==> src/ttc_regs.svh <==
// Register offsets, field positions, reset values and thresholds
`ifndef TTC_REGS_SVH
`define TTC_REGS_SVH
`define TTC_SET_OFFSET     12'ha88
`define TTC_CLR_OFFSET     12'ha8c
`define TTC_DIS_PIPE_BIT   15
`define TTC_THRESH_HI      13
`define TTC_THRESH_LO      12
`define TTC_MPEG_BIT       10
`define TTC_DV_BIT         8
`define TTC_PRIO_BIT       7
`define TTC_ACCEL_BIT      1
`define TTC_IMPL_MASK      32'h0000b582
`define TTC_GLOBAL_RESET_N_MASK      32'h00008582
`define TTC_RESET_VALUE    32'h00001000
`define TTC_THRESH_2K      12'h800
`define TTC_THRESH_1K7     12'h6cc
`define TTC_THRESH_1K      12'h400
`define TTC_THRESH_512     12'h200
`define TTC_FMT_MPEG       6'h20
`define TTC_FMT_DV         6'h00
`endif

==> src/ttc_pkg.sv <==
// Types for the transmit tuning control block
package ttc_pkg;
    typedef enum logic [1:0] {
        TTC_TH_STORE = 2'h0,
        TTC_TH_1K7   = 2'h1,
        TTC_TH_1K    = 2'h2,
        TTC_TH_512   = 2'h3
    } ttc_thresh_e;

    typedef struct packed {
        logic        wr;
        logic [11:0] addr;
        logic [31:0] wdata;
    } ttc_wr_s;

    typedef struct packed {
        logic        byte_in;
        logic        eop_in;
        logic        underrun;
        logic        retry;
        logic        pkt_done;
    } ttc_fifo_s;
endpackage

==> src/ttc_top.sv <==
// Transmit tuning control register and transmit start logic
`include "ttc_regs.svh"

// Notes on behaviour
// - The programmed threshold applies only until the first transmit FIFO underrun.
// - Threshold field codes 00,01,10,11 select about 2K, 1.7K, 1K and 512 bytes.
// - A retried packet always uses the 2K threshold, i.e. store-and-forward.
// - Below 2K, transmit starts at the threshold count or at packet end, whichever first.
// - An underrun errors the packet and the retransmission waits for the whole packet.
// - At 2K nothing is sent until the end-of-packet token is stored.
// - When the retry limit register is zero, transmission is always store-and-forward.
// - The MPEG stamp enable turns on stamping for FMT 20h streams and resets to 0.
// - The DV stamp enable turns on stamping for FMT 00h streams and resets to 0.
// - The priority enable makes the link answer with priority arbitration, reset 0.
// - The acceleration enable tells the PHY the link supports acceleration, reset 0.
// - Reserved bit positions read as zero.
// - The marked enable bits are cleared only by the global reset.
// - Writing ones at the set address sets bits, at the clear address clears them.
module ttc_top
    import ttc_pkg::*;
(
    input  wire logic        mclk,
    input  wire logic        rst_n,
    input  wire logic        global_reset_n,
    input  wire ttc_wr_s     reg_wr,
    output logic [31:0]      reg_rdata,
    input  wire ttc_fifo_s   fifo,
    input  wire logic        retry_limit_zero,
    input  wire logic [5:0]  stream_fmt,
    output logic             tx_start,
    output logic             stamp_apply,
    output logic             prio_arb_en,
    output logic             accel_notify,
    output logic             pipeline_dis
);

    logic [31:0] ctl_r;
    logic [31:0] ctl_nxt;
    logic [31:0] global_reset_n_r;
    logic [1:0]  thresh_r;
    logic        set_hit;
    logic        clr_hit;
    logic        pkt_clear;
    logic        underrun_seen_r;
    logic        sf_pkt_r;
    logic [11:0] byte_cnt_r;
    logic        eop_r;
    logic        started_r;
    logic        cnt_full;
    logic        cnt_reached;
    logic        start_req;
    logic        force_saf;
    logic        mpeg_hit;
    logic        dv_hit;
    logic [11:0] level;
    ttc_thresh_e th_sel;

    // Alias decode
    assign set_hit = reg_wr.wr && (reg_wr.addr == `TTC_SET_OFFSET);
    assign clr_hit = reg_wr.wr && (reg_wr.addr == `TTC_CLR_OFFSET);

    // Per-bit set/clear
    for (genvar b = 0; b < 32; b++) begin : g_bit
        if (((`TTC_IMPL_MASK >> b) & 32'h1) != 32'h0) begin : g_impl
            assign ctl_nxt[b] = (set_hit && reg_wr.wdata[b]) ? 1'b1 :
                                (clr_hit && reg_wr.wdata[b]) ? 1'b0 :
                                ctl_r[b];
        end else begin : g_rsvd
            assign ctl_nxt[b] = 1'b0;
        end
    end

    // Bits kept across ordinary resets
    always_ff @(posedge mclk or negedge global_reset_n) begin
        if (!global_reset_n) begin
            global_reset_n_r <= 32'h0;
        end else begin
            global_reset_n_r <= ctl_nxt & `TTC_GLOBAL_RESET_N_MASK;
        end
    end

    // Threshold field on the block reset
    always_ff @(posedge mclk or negedge rst_n) begin
        if (!rst_n) begin
            thresh_r <= 2'h1;
        end else begin
            thresh_r <= ctl_nxt[`TTC_THRESH_HI:`TTC_THRESH_LO];
        end
    end

    // Assembled register
    assign ctl_r = global_reset_n_r | {18'h0, thresh_r, 12'h0};

    // Threshold code
    assign th_sel = ttc_thresh_e'(thresh_r);

    // Store-and-forward override
    assign force_saf = underrun_seen_r ||
                       sf_pkt_r ||
                       fifo.retry ||
                       retry_limit_zero;

    // Selected start level
    always_comb begin
        if (force_saf) begin
            level = `TTC_THRESH_2K;
        end else begin
            unique case (th_sel)
                TTC_TH_STORE: level = `TTC_THRESH_2K;
                TTC_TH_1K7:   level = `TTC_THRESH_1K7;
                TTC_TH_1K:    level = `TTC_THRESH_1K;
                TTC_TH_512:   level = `TTC_THRESH_512;
            endcase
        end
    end

    // Underrun history
    always_ff @(posedge mclk or negedge rst_n) begin
        if (!rst_n) begin
            underrun_seen_r <= 1'b0;
        end else if (fifo.underrun) begin
            underrun_seen_r <= 1'b1;
        end
    end

    // Retried packet flag
    always_ff @(posedge mclk or negedge rst_n) begin
        if (!rst_n) begin
            sf_pkt_r <= 1'b0;
        end else if (fifo.underrun || fifo.retry) begin
            sf_pkt_r <= 1'b1;
        end else if (fifo.pkt_done) begin
            sf_pkt_r <= 1'b0;
        end
    end

    // Packet boundary
    assign pkt_clear = fifo.pkt_done || fifo.underrun;

    // Start decision
    assign cnt_full    = (byte_cnt_r == 12'hfff);
    assign cnt_reached = (level != `TTC_THRESH_2K) && (byte_cnt_r >= level);
    assign start_req   = !started_r && (eop_r || cnt_reached);

    // Byte count of the held packet
    always_ff @(posedge mclk or negedge rst_n) begin
        if (!rst_n) begin
            byte_cnt_r <= 12'h0;
        end else if (pkt_clear) begin
            byte_cnt_r <= 12'h0;
        end else if (fifo.byte_in && !cnt_full) begin
            byte_cnt_r <= byte_cnt_r + 12'h1;
        end
    end

    // Packet end stored
    always_ff @(posedge mclk or negedge rst_n) begin
        if (!rst_n) begin
            eop_r <= 1'b0;
        end else if (pkt_clear) begin
            eop_r <= 1'b0;
        end else if (fifo.eop_in) begin
            eop_r <= 1'b1;
        end
    end

    // One start per packet
    always_ff @(posedge mclk or negedge rst_n) begin
        if (!rst_n) begin
            started_r <= 1'b0;
        end else if (pkt_clear) begin
            started_r <= 1'b0;
        end else if (start_req) begin
            started_r <= 1'b1;
        end
    end

    // Start pulse
    always_ff @(posedge mclk or negedge rst_n) begin
        if (!rst_n) begin
            tx_start <= 1'b0;
        end else begin
            tx_start <= start_req && !pkt_clear;
        end
    end

    // Format matches
    assign mpeg_hit = ctl_r[`TTC_MPEG_BIT] && (stream_fmt == `TTC_FMT_MPEG);
    assign dv_hit   = ctl_r[`TTC_DV_BIT] && (stream_fmt == `TTC_FMT_DV);

    // Stamp enable
    always_ff @(posedge mclk or negedge global_reset_n) begin
        if (!global_reset_n) begin
            stamp_apply <= 1'b0;
        end else begin
            stamp_apply <= mpeg_hit || dv_hit;
        end
    end

    // Priority enable
    always_ff @(posedge mclk or negedge global_reset_n) begin
        if (!global_reset_n) begin
            prio_arb_en <= 1'b0;
        end else begin
            prio_arb_en <= ctl_r[`TTC_PRIO_BIT];
        end
    end

    // Acceleration notice
    always_ff @(posedge mclk or negedge global_reset_n) begin
        if (!global_reset_n) begin
            accel_notify <= 1'b0;
        end else begin
            accel_notify <= ctl_r[`TTC_ACCEL_BIT];
        end
    end

    // Pipelining disable
    always_ff @(posedge mclk or negedge global_reset_n) begin
        if (!global_reset_n) begin
            pipeline_dis <= 1'b0;
        end else begin
            pipeline_dis <= ctl_r[`TTC_DIS_PIPE_BIT];
        end
    end

    // Readback
    always_ff @(posedge mclk or negedge global_reset_n) begin
        if (!global_reset_n) begin
            reg_rdata <= 32'h0;
        end else begin
            reg_rdata <= ctl_r & `TTC_IMPL_MASK;
        end
    end

endmodule

==> config.mk <==
export PLATFORM = sky130hd
export DESIGN_NAME = ttc_top
export DESIGN_NICKNAME = d
export VERILOG_FILES = /design/src/ttc_pkg.sv /design/src/ttc_top.sv
export VERILOG_INCLUDE_DIRS = /design/src
export SDC_FILE = /design/constraint.sdc
export NUM_CORES = 1
export LEC_CHECK = 0
export BUFFER_PORTS_ARGS = -buffer_cell sky130_fd_sc_hd__buf_2
export CORE_MARGIN = 2
export CORE_UTILIZATION = 45
export DETAILED_ROUTE_END_ITERATION = 8
export PLACE_DENSITY = 0.79
export SYNTH_ARGS = -nofsm -noshare
export SYNTH_HDL_FRONTEND = slang
export SYNTH_SLANG_ARGS = --single-unit
==> constraint.sdc <==
create_clock -name mclk -period 2.7 [get_ports mclk]
set_input_delay 0.405 -clock mclk [delete_from_list [all_inputs] [get_ports mclk]]
set_output_delay 0.405 -clock mclk [all_outputs]
set_load 0.02 [all_outputs]
== Word level (Yosys, flattened, before mapping) ==
Index checks and enable logic that the tools add are counted.

* Register bits after elaboration: 35
* Bits of input ports: 60

* Add/sub/neg operators: 1
* Order comparisons: 1
* Eq/ne operators: 8
* Muxes and demuxes: 24
* Bitwise gates (word level): 1
* Reductions and logical operators: 38

{| class="wikitable"
|+ Operator list
! operator !! number
|-
| $pmux W12 S4 || 1
|-
| $eq A12 B12 Y1 const B || 3
|-
| $mux W12 || 3
|-
| $logic_and A1 B1 Y1 || 22
|-
| $mux W1 || 20
|-
| $or A16 B14 Y16 || 1
|-
| $add A12 B1 Y12 const B || 1
|-
| $ge A12 B12 Y1 || 1
|-
| $ne A12 B12 Y1 const B || 1
|-
| $reduce_bool A2 Y1 || 4
|-
| $logic_or A1 B1 Y1 || 7
|-
| $eq A6 B6 Y1 const B || 1
|-
| $logic_not A6 Y1 || 1
|-
| $eq A2 B2 Y1 const B || 2
|-
| $logic_not A1 Y1 || 3
|-
| $eq A2 B1 Y1 const B || 1
|-
| $logic_not A2 Y1 || 1
|}

== Depth between registers and ports, before layout ==
Gate-level depths: netlist of the first run.

* Depth after elaboration: 10
* Gate-level depth with buffers: 9
* Mapped depth without buffers: 9

== Least setup slack after synthesis of the first run ==
No wires, ideal clock.

* Kind: input port to flip-flop
* From: in fifo[1] (netlist name)
* To: reg started_r
* Library setup time: 0.128 ns
* Data arrival time: 2.233 ns
* Required time: 2.572 ns
* Slack: 0.339 ns
* Cell stages on the path: 7
* Path buffers: 0
* Path through: nor4_1 -> nand2_1 -> ha_1 -> or4_1 -> a221o_1 -> a221oi_2 -> o21ai_1

* Word-level cells in the longest chain between the ends: 8

{| class="wikitable"
|+ Ends and longest elaborated chain
! element !! RTL line !! source
|-
| start, declared || ttc_top.sv:27 || <nowiki>input wire ttc_fifo_s fifo,</nowiki>
|-
| $logic_or A1 B1 Y1 (*) || ttc_top.sv:99 || <nowiki>sf_pkt_r ||</nowiki>
|-
| $logic_or A1 B1 Y1 (*) || ttc_top.sv:100 || <nowiki>fifo.retry ||</nowiki>
|-
| $mux W12 (*) || ttc_top.sv:105 || <nowiki>if (force_saf) begin</nowiki>
|-
| $ge A12 B12 Y1 / $ne A12 B12 Y1 (equally long branches) || n/a ||
|-
| $logic_and A1 B1 Y1 (*) || ttc_top.sv:142 || <nowiki>assign cnt_reached = (level != `TTC_THRESH_2K) && (byte_cnt_r >= level);</nowiki>
|-
| $logic_or A1 B1 Y1 (*) || ttc_top.sv:143 || <nowiki>assign start_req = !started_r && (eop_r || cnt_reached);</nowiki>
|-
| $logic_and A1 B1 Y1 (*) || ttc_top.sv:143 ||
|-
| $reduce_bool A2 Y1 (no line) (*) || n/a ||
|-
| end signal, assigned || ttc_top.sv:170 || <nowiki>started_r <= 1'b0;</nowiki>
|-
| end signal, assigned || ttc_top.sv:172 || <nowiki>started_r <= 1'b0;</nowiki>
|-
| end signal, assigned || ttc_top.sv:174 || <nowiki>started_r <= 1'b1;</nowiki>
|-
| end, declared || ttc_top.sv:48 || <nowiki>logic started_r;</nowiki>
|}

Mark *: on every way between the ends. The rest lies on a longest branch, timed or not.
A chain may end at the register's enable or synchronous reset.

== Worst setup path after layout of the first run ==
* From: reg thresh_r[0] (netlist: th_sel[0])
* To: reg started_r

* Word-level cells in the longest chain between the ends: 8

{| class="wikitable"
|+ Ends and longest elaborated chain
! element !! RTL line !! source
|-
| start, declared || ttc_top.sv:40 || <nowiki>logic [1:0] thresh_r;</nowiki>
|-
| start signal, assigned || ttc_top.sv:87 || <nowiki>thresh_r <= ctl_nxt[`TTC_THRESH_HI:`TTC_THRESH_LO];</nowiki>
|-
| $eq A2 B2 Y1, or another cell as far along || ttc_top.sv:108 || <nowiki>unique case (th_sel)</nowiki>
|-
| $pmux W12 S4 (*) || ttc_top.sv:108 ||
|-
| $mux W12 (*) || ttc_top.sv:105 ||
|-
| $ge A12 B12 Y1 / $ne A12 B12 Y1 (equally long branches) || n/a ||
|-
| $logic_and A1 B1 Y1 (*) || ttc_top.sv:142 ||
|-
| $logic_or A1 B1 Y1 (*) || ttc_top.sv:143 ||
|-
| $logic_and A1 B1 Y1 (*) || ttc_top.sv:143 ||
|-
| $reduce_bool A2 Y1 (no line) (*) || n/a ||
|}

Mark *: on every way between the ends. The rest lies on a longest branch, timed or not. The select of a mux whose other input is x is not followed.

==> results of run 1 <==
report_power, final:
part	switching, W	total, W	leakage (nW)	internal [W]
clock	0.000172	0.000446	0.0552	0.000274
combinational	0.0000620	0.0000884	0.671	0.0000264
sequential	0.00000329	0.000487	0.370	0.000484
per-layer routing:
| metal | vias to the layer above | GRT usage, % | part of all wire (%) |
|---|---|---|---|
| li1 | 730 | - | - |
| met1 | 722 | 19.92 | 41 |
| met2 | 49 | 30.29 | 52 |
| met3 | 10 | 3.571 | 4.9 |
| met4 | 0 | 8.333 | 2.4 |
| met5 | - | 0 | 0 |
registers in the layout, indices dropped and copies added, names as in the netlist:
register          flops
reg_rdata             7
th_sel                2
underrun_seen_r       1
stamp_apply           1
started_r             1
sf_pkt_r              1
global_reset_n_r      5
eop_r                 1
byte_cnt_r           12
tx_start              1
cell families after synthesis:
family                   share of synthesized area, %
other                                          0.1987
XOR/XNOR                                        1.857
flip-flops                                      42.51
multiplexers                                    4.244
buffers and inverters                           14.12
AND/OR/NAND/NOR                                 17.24
AO/OA/AOI/OAI                                   11.21
adder cells (fa/ha/maj)                         8.621
through the flow:
| step | setup WS [ns] | utilization [%] | hold WS, ns |
|---|---|---|---|
| 2_1_floorplan | 0.3392 | - | 0.1094 |
| 3_3_place_gp | 0.07629 | 51.12 | 0.2962 |
| 3_5_place_dp | 0.09339 | 51.12 | 0.3014 |
| 4_1_cts | 0.1923 | 54.04 | 0.07146 |
| 5_1_grt | 0.06244 | 54.19 | 0.08363 |
| 6_report | 0.2597 | 54.19 | 0.05380 |
Yosys cell counts, drive strengths merged, types with 3 or more instances:
cell type / count / area share (%)
nand4: 3 / 1.3
dfrtp: 31 / 41
mux2i: 8 / 4.2
buf: 28 / 11
o21ai: 10 / 2.7
and3: 3 / 0.99
a21oi: 5 / 1.3
nor2: 16 / 3.2
xor2: 3 / 1.4
a31oi: 3 / 0.99
inv: 13 / 2.6
or4: 3 / 1.2
nand3: 6 / 1.6
nor3: 4 / 1.1
nand2: 17 / 3.4
ha: 13 / 8.6
timing repair:
action	4_1_cts	5_1_grt
hold buffers	1	0
endpoints found under the hold margin	5	0
setup endpoints to repair	0	2
resized for setup	0	1
area by class of cell:
class | instances | area [um^2] | area share, %
multi-input cells | 144 | 914.6 | 41.89
repair buffers | 48 | 247.7 | 11.35
inverters | 13 | 48.80 | 2.235
flip-flops and latches | 32 | 802.0 | 36.73
clock inverters | 2 | 35.03 | 1.605
clock buffers | 6 | 72.57 | 3.324
well taps | 50 | 62.56 | 2.865
worst register-to-register path: stages (launching register included):
cell      delay [ns]
dfstp_2         0.58
ha_1            0.18
nand2_1         0.12
ha_1            0.23
or4_1           0.47
a221o_1         0.29
a221oi_2        0.33
o21ai_1         0.11
worst max path at each step:
stage	start	end	depth (start not counted)
final	th_sel[0]$_DFF_PN1_	started_r$_DFFE_PN0P_	7
after global routing	sf_pkt_r$_DFFE_PN0P_	started_r$_DFFE_PN0P_	7
after global placement	fifo[1]	started_r$_DFFE_PN0P_	8
after floorplan	fifo[1]	started_r$_DFFE_PN0P_	7
after detailed placement	fifo[1]	tx_start$_DFF_PN0_	8
after CTS	sf_pkt_r$_DFFE_PN0P_	started_r$_DFFE_PN0P_	7
==> impl_results.md, run 1 <==
* Clock Skews at 0.006320 ns
* Max Freq at 409.8 MHz
* First-pass GRT wire length at 6051 um
* Initial DRC Count at 81
* Area delta synth->final at 15.72%
* Yosys reg bits at 32
* Placer Congestion at 0.8268
* Fin. max-slew vios at 0
* R2R Setup Slk at 0.26 ns
* Commonest cells after routing, fill and taps aside: 46 x buf_2, 31 x dfrtp_1, 25 x conb_1, 17 x nand2_1, 16 x nor2_1
* GRT Util Overall at 17.24%
* Cell leakage power at 1.096 nW
* Share of cells above drive strength 1 at between 20% and 30%
* Commonest non-fill, non-tap cell in the layout: buf_2
* Final Cell Area at 2183 um^2
* Worst-case vdd ir drop at 0.0003932 V
* CTS tree: built
* Final Cycle Share at 90.38%
* Core outline area at 4029 um^2
* Worst-Skew Late Latency at 0.28 ns
* Setup Fix Bufs, Post-CTS at 0
* Synth Cell Area at 1887 um^2
* Port bufs at 46
* Async SR Flop Fraction at 100.0%
* Routed wire length at between 3000 and 4000 um
* Crit-path slowest cell: dfstp_2
* DRT antenna net count at 0
* Routed vias at roughly 1.5k
* Final Hold Fails at 0
* Setup TNS at 0 ns
* # fillers at 369
* DRC violations left at 0
* Critical Path RT at 2.86 ns
* # diodes at 0
* Layout Nets at around 320
* Worst Path Max Fanout at 6
* Post-synth cell types at 39
* Critical Path Max Stage Delay at between 0.5 and 0.6 ns
* Most frequent CP cell: ha_1
* Hold crit path type: input port to async pin
* CTS H-tree depth at 2
* Family with the most delay on the worst path: compound AO/OA/AOI/OAI gates
* CP Cell Sequence: ha_1 -> nand2_1 -> ha_1 -> or4_1 -> a221o_1 -> a221oi_2 -> o21ai_1
* # setup viols final at 0
* Fin cells at 295
* Gate Count Post-Synth at 195
* Row count at 23
* Setup crit end kind: flip-flop
* Status: finished clean
* Reg2reg end: started_r$_DFFE_PN0P_
* Routed len/inst at 12.23 um
* I/O Pins at 97
* Syn avg cell area at 9.676 um^2
* Via count of the first global-routing pass at about 1.4k
* Pwr dens at 467.7 nW/um^2
* Clock Sinks at 32
* Placed cell areas at 2059 um^2
* Startpoint types: flip-flop
* Largest net degree at the start of global routing at 20
* RSZ-0062 raised after global routing: no
* R2R Path Start: th_sel[0]$_DFF_PN1_
* Register area share after synthesis at 42.51%
* Grt ovf at 0
* Fin crit period at 2.440 ns
* Clock-pin slew on the worst setup and hold paths at 0.07 ns
* Die Ht at 68.75 um
* WP buf/inv at 0
* Yosys warnings at 0
* Post-synth EDFFs at 0
* TritonCTS Buffers at 5
* Die area at 4727 um^2
* Setup CP Type: flip-flop to flip-flop
* Clock buffer depth at 2
* Initial antenna violation count at 0
* Initial core utilization at between 40% and 50%
* Max Cap Viol at 0
* Top_reg_cell synth: dfrtp_1
* Total Power at approximately 0.0010 W
* Path depth of the worst reg2reg path at 7
* Pre-antenna DRT Iters at 4
* Post-DR vias/cell at around 5.1
* Die Width at 68.75 um
* Placed cell count at 286
* WP data arrival at 2.60 ns
* Final HPWL DP at approximately 2800 um
* CTS root buf: clkbuf_8
No activity file was read; power rests on OpenSTA's default activity.
==> inputs of run 2 (changes only) <==
--- a/config.mk
+++ b/config.mk
@@ -11,6 +11,7 @@
 export CORE_UTILIZATION = 45
 export DETAILED_ROUTE_END_ITERATION = 8
 export PLACE_DENSITY = 0.79
+export REMOVE_ABC_BUFFERS = 1
 export SYNTH_ARGS = -nofsm -noshare
 export SYNTH_HDL_FRONTEND = slang
 export SYNTH_SLANG_ARGS = --single-unit
==> run 2 against run 1 <==
  * Total power rose by 0.67%
  * Die area stayed put
  * Final area decreased by 0.11%
  * Routed wire length is 1.1% higher
  * Critical endpoint is now tx_start$_DFF_PN0_
  * Register-to-register slack got worse by 0.03 ns
  * Non-clock buffer count unchanged
==> impl_results.md, run 2 (synthesized netlist as in run 1, its figures left out) <==
* Row count at 23
* Clock-pin slew on the worst setup and hold paths at 0.07 ns
* Final Hold Fails at 0
* Final Cell Area at 2181 um^2
* Slew HR at between 60% and 70%
* Worst Path Max Fanout at 4
* GR Util met3 at ~4.9%
* Port bufs at 46
* Via count of the first global-routing pass at around 1.3k
* Most Crowded Layer GR: met2
* Largest regs: byte_cnt_r x12, reg_rdata x7, global_reset_n_r x5
* Cell leakage power at between 1 and 1.5 nW
* Commonest non-fill, non-tap cell in the layout: buf_2
* Internal Power at 0.0007829 W
* Placed cell count at 286
* Clock buffer depth at 2
* Max reg flops at 12
* Max Freq at 404.0 MHz
* Max Cap Viol at 0
* DRC violations left at 0
* Clock Sinks at 32
* Placed cell areas at 2059 um^2
* Initial core utilization at 46.83%
* Die area at about 4700 um^2
* CTS Hold Bufs at 1
* Initial antenna violation count at 0
* CTS tree: built
* Setup CP Type: flip-flop to flip-flop
* Initial DRC Count at just over 90
* # fillers at between 300 and 400
* Setup Fix Bufs, Post-CTS at 0
* Status: finished clean
* Area delta synth->final at 15.58%
* Worst-case vdd ir drop at 0.0003892 V
* Setup TNS at 0 ns
* Reg with most FFs: byte_cnt_r
* Switching power of the nets at roughly 0.00025 W
* Layout Nets at ~320
* Routed len/inst at 12.37 um
* CTS root buf: clkbuf_8
* Share of cells above drive strength 1 at around a quarter
* Die Ht at 68.75 um
* Share of total power in the clock network at 44.1%
* Fin. max-slew vios at 0
* Fin cells at 295
* DRT antenna net count at 0
* Critical Path RT at 2.86 ns
* Post-DR vias/cell at 5.037
* Logic pwr share at 8.6%
* Worst-margin pin slew at 0.5891 ns
* GR met1 Demand/Resource at 20.04%
* RSZ-0062 raised after global routing: no
* Commonest cells after routing, fill and taps aside: 46 x buf_2, 31 x dfrtp_1, 25 x conb_1, 17 x nand2_1, 16 x nor2_1
* Worst-Skew Late Latency at 0.28 ns
* Cts repair resizes at 0
* # setup viols final at 0
* Pwr dens at 471.4 nW/um^2
* Die Width at 68.75 um
* Setup crit end kind: flip-flop
* Routed vias at 1,486
* Grt ovf at 0
* TritonCTS Buffers at 5
* I/O Pins at 97
* Largest net degree at the start of global routing at 20
* Seq pwr share at 47.3%
* GR Layer Usage met2 at between 20% and 30%
* Pre-antenna DRT Iters at 4
* Clock Skews at 0.006794 ns
* Placer Congestion at 0.8481
* # diodes at 0
* Core outline area at 4029 um^2
* Final HPWL DP at roughly 2800 um
* Hold crit path type: input port to async pin
* Final Cycle Share at between 90% and 100%
* Net Sw Frac at 23.84%
* First-pass GRT wire length at about 5700 um
* Fin crit period at approximately 2.5 ns
* CTS H-tree depth at 2
* GRT Util Overall at 16.23%
* WP data arrival at 2.63 ns
* Hold_ws at 0.05370 ns
* Routed wire length at ~3700 um
* Startpoint types: flip-flop
run 2: per-stage QoR:
stage / setup WS [ns] / utilization [%] / total power (W)
after floorplan: 0.3392 / - / 0.0005408
after global placement: 0.09870 / 51.12 / 0.0005809
after detailed placement: 0.08330 / 51.12 / 0.0005832
after CTS: 0.2145 / 54.13 / 0.001046
after global routing: 0.08146 / 54.13 / 0.001073
final: 0.2250 / 54.13 / 0.001028
run 2: per-layer routing:
metal	share of wire, %	up-vias
met3	7.1	5
met5	0	-
met1	42	693
li1	-	729
met4	0.99	0
met2	50	59
run 2: worst paths after layout:
check	depth (start not counted)	slack, ns	end	start
worst min-delay path	1	0.05	byte_cnt_r[11]$_DFFE_PN0P_	rst_n
worst min register to register	0	0.38	reg_rdata[1]$_DFF_PN0_	global_reset_n_r[1]$_DFF_PN0_
worst max register to register	8	0.22	tx_start$_DFF_PN0_	sf_pkt_r$_DFFE_PN0P_
max in group asynchronous	2	1.93	reg_rdata[10]$_DFF_PN0_	global_reset_n
min in group mclk	2	0.27	stamp_apply$_DFF_PN0_	stream_fmt[4]
worst max-delay path	8	0.22	tx_start$_DFF_PN0_	sf_pkt_r$_DFFE_PN0P_
run 2: area by class of cell:
type                       count  area, um^2  area share, %
clock buffer                   5       68.82          3.155
clock inverter                 3       42.54          1.951
multi-input combinational    144       908.4          41.65
timing repair buffer          48       247.7          11.36
tap                           50       62.56          2.869
sequential                    32       802.0          36.78
inverter                      13       48.80          2.238
run 2: critical path: stages (launching register included):
cell	delay, ns
dfrtp_1	0.39
nor4_1	0.26
buf_4	0.16
nand2_1	0.11
ha_1	0.23
or4_1	0.48
a221o_1	0.29
a221oi_2	0.32
o21ai_1	0.12
run 2: power groups by stage:
stage / clock network (W) / registers, W / logic (W)
3_3_place_gp: 0 / 0.000496 / 0.0000853
4_1_cts: 0.000471 / 0.000487 / 0.0000885
3_5_place_dp: 0 / 0.000496 / 0.0000874
2_1_floorplan: 0 / 0.000497 / 0.0000440
5_1_grt: 0.000487 / 0.000487 / 0.0000988
6_report: 0.000453 / 0.000487 / 0.0000883
